**config.mk**
```make
export PLATFORM = sky130hd
export DESIGN_NAME = uss_shadow_buffer
export DESIGN_NICKNAME = d
export VERILOG_FILES = /design/src/verilog/uss_pkg.sv /design/src/verilog/uss_shadow_buffer.sv
export SDC_FILE = /design/constraint.sdc
export NUM_CORES = 1
export LEC_CHECK = 0
export ABC_AREA = 1
export BUFFER_PORTS_ARGS = -buffer_cell sky130_fd_sc_hd__buf_4
export CAP_MARGIN = 10
export CORE_AREA = 2 2 174 176
export CTS_CLUSTER_SIZE = 16
export DETAILED_ROUTE_END_ITERATION = 16
export DIE_AREA = 0 0 176 178
export PLACE_DENSITY = 0.68
export REMOVE_ABC_BUFFERS = 1
export SLEW_MARGIN = 10
export SYNTH_ARGS = -nofsm -noshare
export SYNTH_HDL_FRONTEND = slang
export SYNTH_SLANG_ARGS = --single-unit
```
**constraint.sdc**
```tcl
create_clock -name mclk -period 5.4 [get_ports mclk]
set_input_delay 0.54 -clock mclk [delete_from_list [all_inputs] [get_ports mclk]]
set_output_delay 0.54 -clock mclk [all_outputs]
set_load 0.02 [all_outputs]
```
**src/verilog/uss_pkg.sv**
```systemverilog
// Package for the shadow receive/transmit buffer block.
// Assumes a 32-bit byte address on the plain register port.
package uss_pkg;
  localparam int unsigned USS_DEPTH = 16;
  localparam logic [31:0] USS_ALIAS_BASE = 32'h5000_1030;
  localparam int unsigned USS_ALIAS_COUNT = 16;
  localparam logic [31:0] USS_SHADOW_BUFFER_1 = 32'h5000_1034;
  localparam logic [31:0] USS_SHADOW_BUFFER_2 = 32'h5000_1038;
  localparam logic [31:0] USS_CTRL = 32'h5000_1070;
  localparam logic [31:0] USS_LINE_STATUS = 32'h5000_1074;
  localparam logic [31:0] USS_INT_STATUS = 32'h5000_1078;
  localparam logic [31:0] USS_INT_MASK = 32'h5000_107c;
  // Control fields
  localparam int unsigned USS_CTRL_FIFO_EN = 0;
  localparam int unsigned USS_CTRL_IR_MODE = 1;
  localparam logic [1:0] USS_CTRL_RESET = 2'h0;
  // Line status fields
  localparam int unsigned USS_LS_DATA_AVAIL = 0;
  localparam int unsigned USS_LS_OVERRUN = 1;
  localparam int unsigned USS_LS_TX_EMPTY = 5;
  localparam int unsigned USS_LS_TX_FULL = 6;
  // Interrupt status / mask fields
  localparam int unsigned USS_INT_RX = 0;
  localparam int unsigned USS_INT_OVERRUN = 1;
  localparam int unsigned USS_INT_TX_EMPTY = 2;
  localparam int unsigned USS_INT_TX_LOST = 3;
  localparam int unsigned USS_INT_BITS = 4;
  localparam logic [3:0] USS_INT_RESET = 4'h0;

  typedef struct packed {
    logic valid;
    logic [7:0] data;
  } uss_char_type;

  typedef struct packed {
    logic valid;
    logic ir;
    logic [7:0] data;
  } uss_tx_out_type;
endpackage

```
**src/verilog/uss_shadow_buffer.sv**
```systemverilog
// Shadow receive buffer / transmit holding alias with receive and transmit FIFOs.
// Assumes a character serializer and deserializer outside, and a single-cycle register master.
`timescale 1ns/1ns

// Notes on behaviour
// Reading the low byte of any shadow location returns the received character from the UART or infrared path.
// The received byte is meaningful only while the data-available flag is set.
// Without FIFOs a new character overwrites an unread one and flags overrun.
// With FIFOs a shadow read returns the oldest receive FIFO entry.
// With a full receive FIFO a new character is dropped, the stored data kept, and overrun flagged.
// A byte written to the shadow location goes out on the UART or infrared transmit path.
// Software writes transmit data only while the transmit-holding-empty flag is set.
// Without FIFOs one write clears the transmit-holding-empty flag.
// Without FIFOs further writes before the flag sets again replace the pending character.
// With FIFOs the transmit FIFO takes up to its depth of characters before reporting full.
// A write to a full transmit FIFO is discarded and the contents are unchanged.
// The buffer is aliased over sixteen consecutive word locations, all behaving alike.
// A read through any alias advances the receive FIFO and updates data-available like the primary one.
module uss_shadow_buffer #(
  parameter int unsigned DEPTH = uss_pkg::USS_DEPTH
) (
  input wire logic mclk,
  input wire logic reset,
  input wire logic [31:0] reg_addr,
  input wire logic [31:0] reg_wdata,
  input wire logic reg_write,
  input wire logic reg_read,
  output logic [31:0] reg_rdata,
  input wire uss_pkg::uss_char_type rx_uart_char,
  input wire uss_pkg::uss_char_type rx_ir_char,
  output uss_pkg::uss_tx_out_type tx_char,
  input wire logic tx_ready,
  output logic rx_data_available,
  output logic tx_holding_empty,
  output logic irq
);
  localparam int unsigned PW = (DEPTH > 1) ? $clog2(DEPTH) : 1;
  localparam int unsigned CW = $clog2(DEPTH + 1);
  localparam logic [CW-1:0] CAP_FIFO = CW'(DEPTH);
  localparam logic [CW-1:0] CAP_ONE = CW'(1);

  function automatic logic [PW-1:0] ptr_inc(input logic [PW-1:0] p);
    ptr_inc = (p == PW'(DEPTH - 1)) ? '0 : p + PW'(1);
  endfunction

  function automatic logic is_alias(input logic [31:0] a);
    logic [31:0] off;
    off = a - uss_pkg::USS_ALIAS_BASE;
    is_alias = (a >= uss_pkg::USS_ALIAS_BASE) && (off[1:0] == 2'h0) && (off[31:2] < 30'(uss_pkg::USS_ALIAS_COUNT));
  endfunction

  logic [7:0] rx_mem [DEPTH];
  logic [7:0] tx_mem [DEPTH];
  logic [PW-1:0] rx_rd_ptr_reg, rx_wr_ptr_reg, tx_rd_ptr_reg, tx_wr_ptr_reg;
  logic [CW-1:0] rx_cnt_reg, rx_cnt_next, tx_cnt_reg, tx_cnt_next;
  logic [1:0] ctrl_reg;
  logic overrun_reg;
  logic [3:0] int_status_reg, int_mask_reg, int_event;
  uss_pkg::uss_tx_out_type tx_char_reg;
  logic [31:0] rdata_reg;
  logic irq_reg, rx_avail_reg, tx_empty_reg;

  logic fifo_en, ir_mode, flush;
  logic alias_rd, alias_wr;
  uss_pkg::uss_char_type rx_in;
  logic [CW-1:0] cap;
  logic rx_full, rx_pop, rx_push, rx_overwrite, rx_overrun;
  logic tx_full, tx_load, tx_push, tx_overwrite, tx_lost;
  logic [7:0] rx_head, tx_head;

  assign fifo_en = ctrl_reg[uss_pkg::USS_CTRL_FIFO_EN];
  assign ir_mode = ctrl_reg[uss_pkg::USS_CTRL_IR_MODE];
  // Toggling FIFO mode empties both sides, pointers would be meaningless otherwise
  assign flush = reg_write && (reg_addr == uss_pkg::USS_CTRL) && (reg_wdata[uss_pkg::USS_CTRL_FIFO_EN] != fifo_en);
  assign alias_rd = reg_read && is_alias(reg_addr);
  assign alias_wr = reg_write && is_alias(reg_addr);
  assign rx_in = ir_mode ? rx_ir_char : rx_uart_char;
  assign cap = fifo_en ? CAP_FIFO : CAP_ONE;
  assign rx_head = rx_mem[rx_rd_ptr_reg];
  assign tx_head = tx_mem[tx_rd_ptr_reg];

  // Receive side
  assign rx_full = (rx_cnt_reg == cap);
  assign rx_pop = alias_rd && (rx_cnt_reg != '0);
  assign rx_push = rx_in.valid && (!rx_full || rx_pop);
  assign rx_overwrite = rx_in.valid && rx_full && !rx_pop && !fifo_en;
  assign rx_overrun = rx_in.valid && rx_full && !rx_pop;

  always_comb begin
    rx_cnt_next = rx_cnt_reg;
    if (flush) begin
      rx_cnt_next = '0;
    end else if (rx_push && !rx_pop) begin
      rx_cnt_next = rx_cnt_reg + CW'(1);
    end else if (rx_pop && !rx_push) begin
      rx_cnt_next = rx_cnt_reg - CW'(1);
    end
  end

  always_ff @(posedge mclk) begin
    if (reset) begin
      rx_rd_ptr_reg <= '0;
      rx_wr_ptr_reg <= '0;
      rx_cnt_reg <= '0;
    end else begin
      rx_cnt_reg <= rx_cnt_next;
      if (flush) begin
        rx_rd_ptr_reg <= '0;
        rx_wr_ptr_reg <= '0;
      end else begin
        if (rx_pop) begin
          rx_rd_ptr_reg <= ptr_inc(rx_rd_ptr_reg);
        end
        if (rx_push) begin
          rx_wr_ptr_reg <= ptr_inc(rx_wr_ptr_reg);
        end
      end
    end
  end

  // Full FIFO drops the new character: no write at all
  always_ff @(posedge mclk) begin
    if (rx_push && !flush) begin
      rx_mem[rx_wr_ptr_reg] <= rx_in.data;
    end else if (rx_overwrite && !flush) begin
      rx_mem[rx_rd_ptr_reg] <= rx_in.data;
    end
  end

  // Transmit side
  assign tx_full = (tx_cnt_reg == cap);
  assign tx_load = (tx_cnt_reg != '0) && (!tx_char_reg.valid || tx_ready);
  assign tx_push = alias_wr && (!tx_full || tx_load);
  assign tx_overwrite = alias_wr && tx_full && !tx_load && !fifo_en;
  assign tx_lost = alias_wr && tx_full && !tx_load && fifo_en;

  always_comb begin
    tx_cnt_next = tx_cnt_reg;
    if (flush) begin
      tx_cnt_next = '0;
    end else if (tx_push && !tx_load) begin
      tx_cnt_next = tx_cnt_reg + CW'(1);
    end else if (tx_load && !tx_push) begin
      tx_cnt_next = tx_cnt_reg - CW'(1);
    end
  end

  always_ff @(posedge mclk) begin
    if (reset) begin
      tx_rd_ptr_reg <= '0;
      tx_wr_ptr_reg <= '0;
      tx_cnt_reg <= '0;
    end else begin
      tx_cnt_reg <= tx_cnt_next;
      if (flush) begin
        tx_rd_ptr_reg <= '0;
        tx_wr_ptr_reg <= '0;
      end else begin
        if (tx_load) begin
          tx_rd_ptr_reg <= ptr_inc(tx_rd_ptr_reg);
        end
        if (tx_push) begin
          tx_wr_ptr_reg <= ptr_inc(tx_wr_ptr_reg);
        end
      end
    end
  end

  always_ff @(posedge mclk) begin
    if (tx_push && !flush) begin
      tx_mem[tx_wr_ptr_reg] <= reg_wdata[7:0];
    end else if (tx_overwrite && !flush) begin
      tx_mem[tx_rd_ptr_reg] <= reg_wdata[7:0];
    end
  end

  // Character in flight stays put until the serializer takes it
  always_ff @(posedge mclk) begin
    if (reset) begin
      tx_char_reg <= '0;
    end else if (tx_load && !flush) begin
      tx_char_reg.valid <= 1'b1;
      tx_char_reg.ir <= ir_mode;
      tx_char_reg.data <= tx_head;
    end else if (tx_ready) begin
      tx_char_reg.valid <= 1'b0;
    end
  end

  // Control and mask
  always_ff @(posedge mclk) begin
    if (reset) begin
      ctrl_reg <= uss_pkg::USS_CTRL_RESET;
      int_mask_reg <= uss_pkg::USS_INT_RESET;
    end else if (reg_write) begin
      if (reg_addr == uss_pkg::USS_CTRL) begin
        ctrl_reg <= reg_wdata[1:0];
      end
      if (reg_addr == uss_pkg::USS_INT_MASK) begin
        int_mask_reg <= reg_wdata[3:0];
      end
    end
  end

  // Sticky flags: a new event wins over the clear by read
  assign int_event[uss_pkg::USS_INT_RX] = rx_push;
  assign int_event[uss_pkg::USS_INT_OVERRUN] = rx_overrun;
  assign int_event[uss_pkg::USS_INT_TX_EMPTY] = (tx_cnt_reg != '0) && (tx_cnt_next == '0);
  assign int_event[uss_pkg::USS_INT_TX_LOST] = tx_lost;

  always_ff @(posedge mclk) begin
    if (reset) begin
      overrun_reg <= 1'b0;
      int_status_reg <= uss_pkg::USS_INT_RESET;
    end else begin
      if (rx_overrun) begin
        overrun_reg <= 1'b1;
      end else if (reg_read && reg_addr == uss_pkg::USS_LINE_STATUS) begin
        overrun_reg <= 1'b0;
      end
      if (reg_read && reg_addr == uss_pkg::USS_INT_STATUS) begin
        int_status_reg <= int_event;
      end else begin
        int_status_reg <= int_status_reg | int_event;
      end
    end
  end

  // Read data stands only in the cycle after the strobe
  always_ff @(posedge mclk) begin
    if (reset) begin
      rdata_reg <= '0;
    end else begin
      rdata_reg <= '0;
      if (reg_read) begin
        if (is_alias(reg_addr)) begin
          rdata_reg <= {24'h0, rx_head};
        end else begin
          unique case (reg_addr)
            uss_pkg::USS_CTRL: rdata_reg <= {30'h0, ctrl_reg};
            uss_pkg::USS_LINE_STATUS: begin
              rdata_reg[uss_pkg::USS_LS_DATA_AVAIL] <= rx_avail_reg;
              rdata_reg[uss_pkg::USS_LS_OVERRUN] <= overrun_reg;
              rdata_reg[uss_pkg::USS_LS_TX_EMPTY] <= tx_empty_reg;
              rdata_reg[uss_pkg::USS_LS_TX_FULL] <= tx_full;
            end
            uss_pkg::USS_INT_STATUS: rdata_reg <= {28'h0, int_status_reg};
            uss_pkg::USS_INT_MASK: rdata_reg <= {28'h0, int_mask_reg};
            default: rdata_reg <= '0;
          endcase
        end
      end
    end
  end

  always_ff @(posedge mclk) begin
    if (reset) begin
      rx_avail_reg <= 1'b0;
      tx_empty_reg <= 1'b1;
      irq_reg <= 1'b0;
    end else begin
      rx_avail_reg <= (rx_cnt_next != '0);
      tx_empty_reg <= (tx_cnt_next == '0);
      irq_reg <= |(int_status_reg & int_mask_reg);
    end
  end

  assign reg_rdata = rdata_reg;
  assign tx_char = tx_char_reg;
  assign rx_data_available = rx_avail_reg;
  assign tx_holding_empty = tx_empty_reg;
  assign irq = irq_reg;

  property p_rx_head;
    @(posedge mclk) disable iff (reset) rx_pop |=> reg_rdata == {24'h0, $past(rx_head)};
  endproperty
  a_rx_head: assert property (p_rx_head) else $error("shadow read did not return head");

  property p_avail;
    @(posedge mclk) disable iff (reset) rx_in.valid && !flush |=> rx_data_available;
  endproperty
  a_avail: assert property (p_avail) else $error("data available not set after arrival");

  property p_overwrite;
    @(posedge mclk) disable iff (reset)
      !fifo_en && rx_cnt_reg == CAP_ONE && rx_in.valid && !alias_rd && !flush
      |=> rx_cnt_reg == CAP_ONE && overrun_reg && rx_head == $past(rx_in.data);
  endproperty
  a_overwrite: assert property (p_overwrite) else $error("single buffer overwrite wrong");

  property p_fifo_advance;
    @(posedge mclk) disable iff (reset) fifo_en && rx_pop && !flush |=> rx_rd_ptr_reg == ptr_inc($past(rx_rd_ptr_reg));
  endproperty
  a_fifo_advance: assert property (p_fifo_advance) else $error("receive head did not advance");

  property p_rx_drop;
    @(posedge mclk) disable iff (reset)
      fifo_en && rx_full && rx_in.valid && !alias_rd && !flush
      |=> rx_cnt_reg == CAP_FIFO && $stable(rx_wr_ptr_reg) && overrun_reg && int_status_reg[uss_pkg::USS_INT_OVERRUN];
  endproperty
  a_rx_drop: assert property (p_rx_drop) else $error("full receive FIFO lost stored data");

  property p_tx_hold;
    @(posedge mclk) disable iff (reset) tx_char.valid && !tx_ready |=> tx_char.valid && $stable(tx_char.data);
  endproperty
  a_tx_hold: assert property (p_tx_hold) else $error("transmit character dropped before taken");

  // An idle serializer may take the byte one cycle later, so only the next cycle is checked
  property p_empty_clear;
    @(posedge mclk) disable iff (reset) !fifo_en && tx_cnt_reg == '0 && alias_wr && !flush |=> !tx_holding_empty;
  endproperty
  a_empty_clear: assert property (p_empty_clear) else $error("holding empty not cleared by write");

  property p_replace;
    @(posedge mclk) disable iff (reset)
      !fifo_en && tx_cnt_reg == CAP_ONE && alias_wr && !tx_load && !flush |=> tx_head == $past(reg_wdata[7:0]);
  endproperty
  a_replace: assert property (p_replace) else $error("pending character not replaced");

  property p_tx_full_drop;
    @(posedge mclk) disable iff (reset)
      fifo_en && tx_cnt_reg == CAP_FIFO && alias_wr && !tx_load && !flush
      |=> tx_cnt_reg == CAP_FIFO && $stable(tx_wr_ptr_reg) && int_status_reg[uss_pkg::USS_INT_TX_LOST];
  endproperty
  a_tx_full_drop: assert property (p_tx_full_drop) else $error("write to full FIFO not discarded");

  property p_tx_accept;
    @(posedge mclk) disable iff (reset)
      fifo_en && !tx_full && alias_wr && !tx_load && !flush |=> tx_cnt_reg == $past(tx_cnt_reg) + CW'(1);
  endproperty
  a_tx_accept: assert property (p_tx_accept) else $error("transmit FIFO refused a write below depth");

  property p_alias_upper;
    @(posedge mclk) disable iff (reset) alias_rd |=> reg_rdata[31:8] == 24'h0;
  endproperty
  a_alias_upper: assert property (p_alias_upper) else $error("alias read returned upper bits");

  property p_alias_pop;
    @(posedge mclk) disable iff (reset)
      rx_pop && !rx_in.valid && !flush |=> rx_cnt_reg == $past(rx_cnt_reg) - CW'(1);
  endproperty
  a_alias_pop: assert property (p_alias_pop) else $error("alias read did not advance receive side");

  c_overrun: cover property (@(posedge mclk) disable iff (reset) fifo_en && rx_overrun);
  c_tx_full: cover property (@(posedge mclk) disable iff (reset) fifo_en && tx_full);
  c_overwrite: cover property (@(posedge mclk) disable iff (reset) tx_overwrite);
  c_rx_overwrite: cover property (@(posedge mclk) disable iff (reset) rx_overwrite);
  c_irq: cover property (@(posedge mclk) disable iff (reset) irq);
endmodule
```
==> out/qor.txt <==
Initial Utilization: 49.5%
post-CTS sizing: 0
Post-Syn Instances: 1,464
Critical Path Sink Type: flop
Post-DRT Antenna Nets: 0
clk sink count: 318
worst r2r path cells: 13
clock transition at the registers of the reported paths: 0.06 ns
Slowest-stage cell, CP: nor2_1
Tmin final: 3.75 ns
CTS root buf: clkbuf_16
number of global-route vias before repair: 10,300
Hold WC Path Type: in2reg
Setup TNS: 0 ns
worst path required time: 5.59 ns
Top FF cell, synth: edfxtp_1
die area: 31,300 µm²
non-filler cells, final: 1,950
CP top delay family: simple AND/OR/NAND/NOR gates
post-synth top area share: 52.8%
post-DP HPWL: 23,000 µm
Die Ht: 178 µm
cts bufs inserted: 31
All-Layer GR Usage: 22.2%
Synth area leaders: edfxtp_1 53%, dfxtp_1 8.5%, nor2_1 6.8%
dpl cells: 1,891
Max Buffers Root-to-Sink: 3
PortBufs: 83
Reg2Reg Launch Point: tx_cnt_reg[0]$_SDFF_PP0_
hold buffers post-CTS: 0
first-pass GRT wire length: 54,300 µm
Congestion Overflow GR: 0
DRC: 0
Crit path depth: 13
Clock Latency Late Sink: 0.57 ns
Worst Path Arrival: 3.93 ns
synth warn: 0
drt via density: 5.58
RSZ-0062 raised after global routing: no
largest stage delay on the critical path: 0.71 ns
max-cap viol count: 0
syn avg cell area: 9.95 µm²
IO Count: 132
Multi-input gate area: 4900 µm²
Commonest cells post-synth: 263 x nor2_1, 256 x edfxtp_1, 206 x nand2_1
Worst Setup Start Kind: flop
core area: 29,400 µm²
fraction of layout cells with a size suffix above 1: 13.3%
gp weighted congestion: 0.896
maximum clock rate: 267 MHz
Syn-to-layout area delta: 13.1%
measured slew at the worst slew-check pin: 1.20 ns
initial antenna violation count: 0
slew margin rel.: 19.8%
First DRT Iteration DRCs: 950
H-tree Lvls: 1
Final Hold Viols: 0
Post-synth EDFFs: 256
Pwr Total: 6130 µW
cell taking the most area after synthesis: edfxtp_1
CTS tree: yes
Setup Crit Path Kind: reg2reg
Critical Path Source: tx_cnt_reg[0]$_SDFF_PP0_
final setup vio count: 0
cells along the critical path: inv_1, ha_1, and2_1, nand2_1, nand2_1, inv_2, nor2_1, inv_1, nor3_4, nor2_1, a21oi_2, nand3_2, nor2_1
Post-CTS Setup Repair Bufs: 0
largest net degree at the start of global routing: 69
DR vias: 10,900
Peak VDD IR: 0.248 mV
ys async rst share: 0%
Synth Register Bits: 318
Reg area: 8930 µm²
Buf/Inv on CP: 3
r2r endpoint: tx_mem[11][7]$_DFFE_PP_
wirelength, routed: 34,800 µm
nets: 1,629
crit-path most repeated cell: nor2_1
site row count: 63
Die X: 176 µm
most common cell in the netlist: nor2_1
WL per Instance: 17.8 µm
clk_skew: 0.0194 ns
Final Max Slew Viols: 0
Core Util, Final: 56.0%
worst slack, placed: 1.37 ns
number of fill cells: 2,521
worst setup margin: 1.65 ns
post-synthesis instance area: 14,600 µm²
status: finished, final reports clean
reg2reg setup slack: 1.65 ns
Pwr Density: 373 nW/µm²
crit share post-route: 69.4%
Synth cell types: 51
Initial DRT Pass Iterations: 7
Lkg Pwr: 0.00604 µW
end point of the critical path: tx_mem[11][7]$_DFFE_PP_
sequential share of the synthesized area: 61.3%
Crit Path Max Fanout: 10
-- final cells by class --
class | instances | share of cell area (%)
flip-flops and latches | 318 | 54.2
multi-input cells | 975 | 29.8
clock buffers | 43 | 5.55
repair buffers | 93 | 4.24
well taps | 390 | 2.96
inverters | 115 | 2.62
clock inverters | 15 | 0.608
diodes | 1 | 0.0152
-- layout by cell type (no fill, tap or decap), types with 3 or more instances in the layout --
| cell type | instances |
|---|---|
| mux2_2 | 8 |
| nor2_1 | 263 |
| ha_1 | 8 |
| nor4_1 | 4 |
| nand3_1 | 84 |
| o21ai_0 | 158 |
| a311oi_1 | 4 |
| o211ai_1 | 4 |
| dfxtp_1 | 60 |
| nand4_1 | 12 |
| nor3_1 | 24 |
| conb_1 | 24 |
| clkbuf_16 | 33 |
| inv_1 | 99 |
| xor2_1 | 7 |
| clkbuf_1 | 5 |
| clkbuf_8 | 5 |
| clkinv_1 | 3 |
| a21oi_1 | 28 |
| nand2_1 | 206 |
| xnor2_1 | 3 |
| buf_4 | 93 |
| nand3b_1 | 5 |
| nand2_2 | 7 |
| nor2_2 | 7 |
| nand3_2 | 10 |
| o221ai_1 | 36 |
| inv_2 | 14 |
| o21ai_1 | 4 |
| a211oi_1 | 3 |
| edfxtp_1 | 256 |
| nor2_4 | 5 |
| o22ai_1 | 28 |
| clkinv_2 | 9 |
| a41oi_1 | 9 |
-- worst register-to-register path, cell delays in order, from the launching register on --
cell and delay [ns]:
dfxtp_1 0.35, inv_1 0.12, ha_1 0.19, and2_1 0.15, nand2_1 0.08, nand2_1 0.26, inv_2 0.18, nor2_1 0.32
inv_1 0.16, nor3_4 0.38, nor2_1 0.10, a21oi_2 0.22, nand3_2 0.15, nor2_1 0.71
-- stage by stage --
| step | instance area [µm²] | hold slack (ns) |
|---|---|---|
| 3_5_place_dp | 15500 | 0.475 |
| 5_1_grt | 16500 | 0.297 |
| 3_3_place_gp | 15500 | 0.468 |
| 2_1_floorplan | 14300 | 0.447 |
| 4_1_cts | 16500 | 0.288 |
| 6_report | 16500 | 0.295 |
-- power breakdown --
group          switching [µW]  internal, µW  leakage [µW]
Clock                     914          1190      0.000508
Combinational             788           384       0.00272
Sequential                125          2740       0.00281
Total                    1830          4310       0.00604
-- logic make-up (layout without fill, tap and decap cells) --
kind of cell             after synthesis  count (layout)  synth area share [%]
XOR/XNOR                              10              10                 0.601
AND/OR/NAND/NOR                      635             635                  19.0
multiplexers                           8               8                 0.619
buffers and inverters                194             266                  5.63
other                                  1              25                0.0257
AO/OA/AOI/OAI                        290             290                  12.1
flip-flops                           318             318                  61.3
adder cells (fa/ha/maj)                8               8                 0.687
-- routing by layer --
metal	part of all wire [%]	global-route usage [%]
met1	44	29.7
met5	0	0
met3	6.0	2.94
met4	2.6	6.68
met2	48	37.8
-- worst min path at each step --
stage | depth (start not counted) | slack (ns) | end | start
after global routing | 1 | 0.30 | tx_mem[15][6]$_DFFE_PP_ | reg_wdata[6]
after CTS | 1 | 0.29 | tx_mem[9][6]$_DFFE_PP_ | reg_wdata[6]
after floorplan | 2 | 0.45 | overrun_reg$_SDFFE_PP0P_ | overrun_reg$_SDFFE_PP0P_
final | 4 | 0.30 | tx_char[9]$_SDFFE_PP0P_ | tx_ready
after global placement | 2 | 0.47 | overrun_reg$_SDFFE_PP0P_ | overrun_reg$_SDFFE_PP0P_
after detailed placement | 2 | 0.48 | overrun_reg$_SDFFE_PP0P_ | overrun_reg$_SDFFE_PP0P_
(Power assumes the default switching activity.)
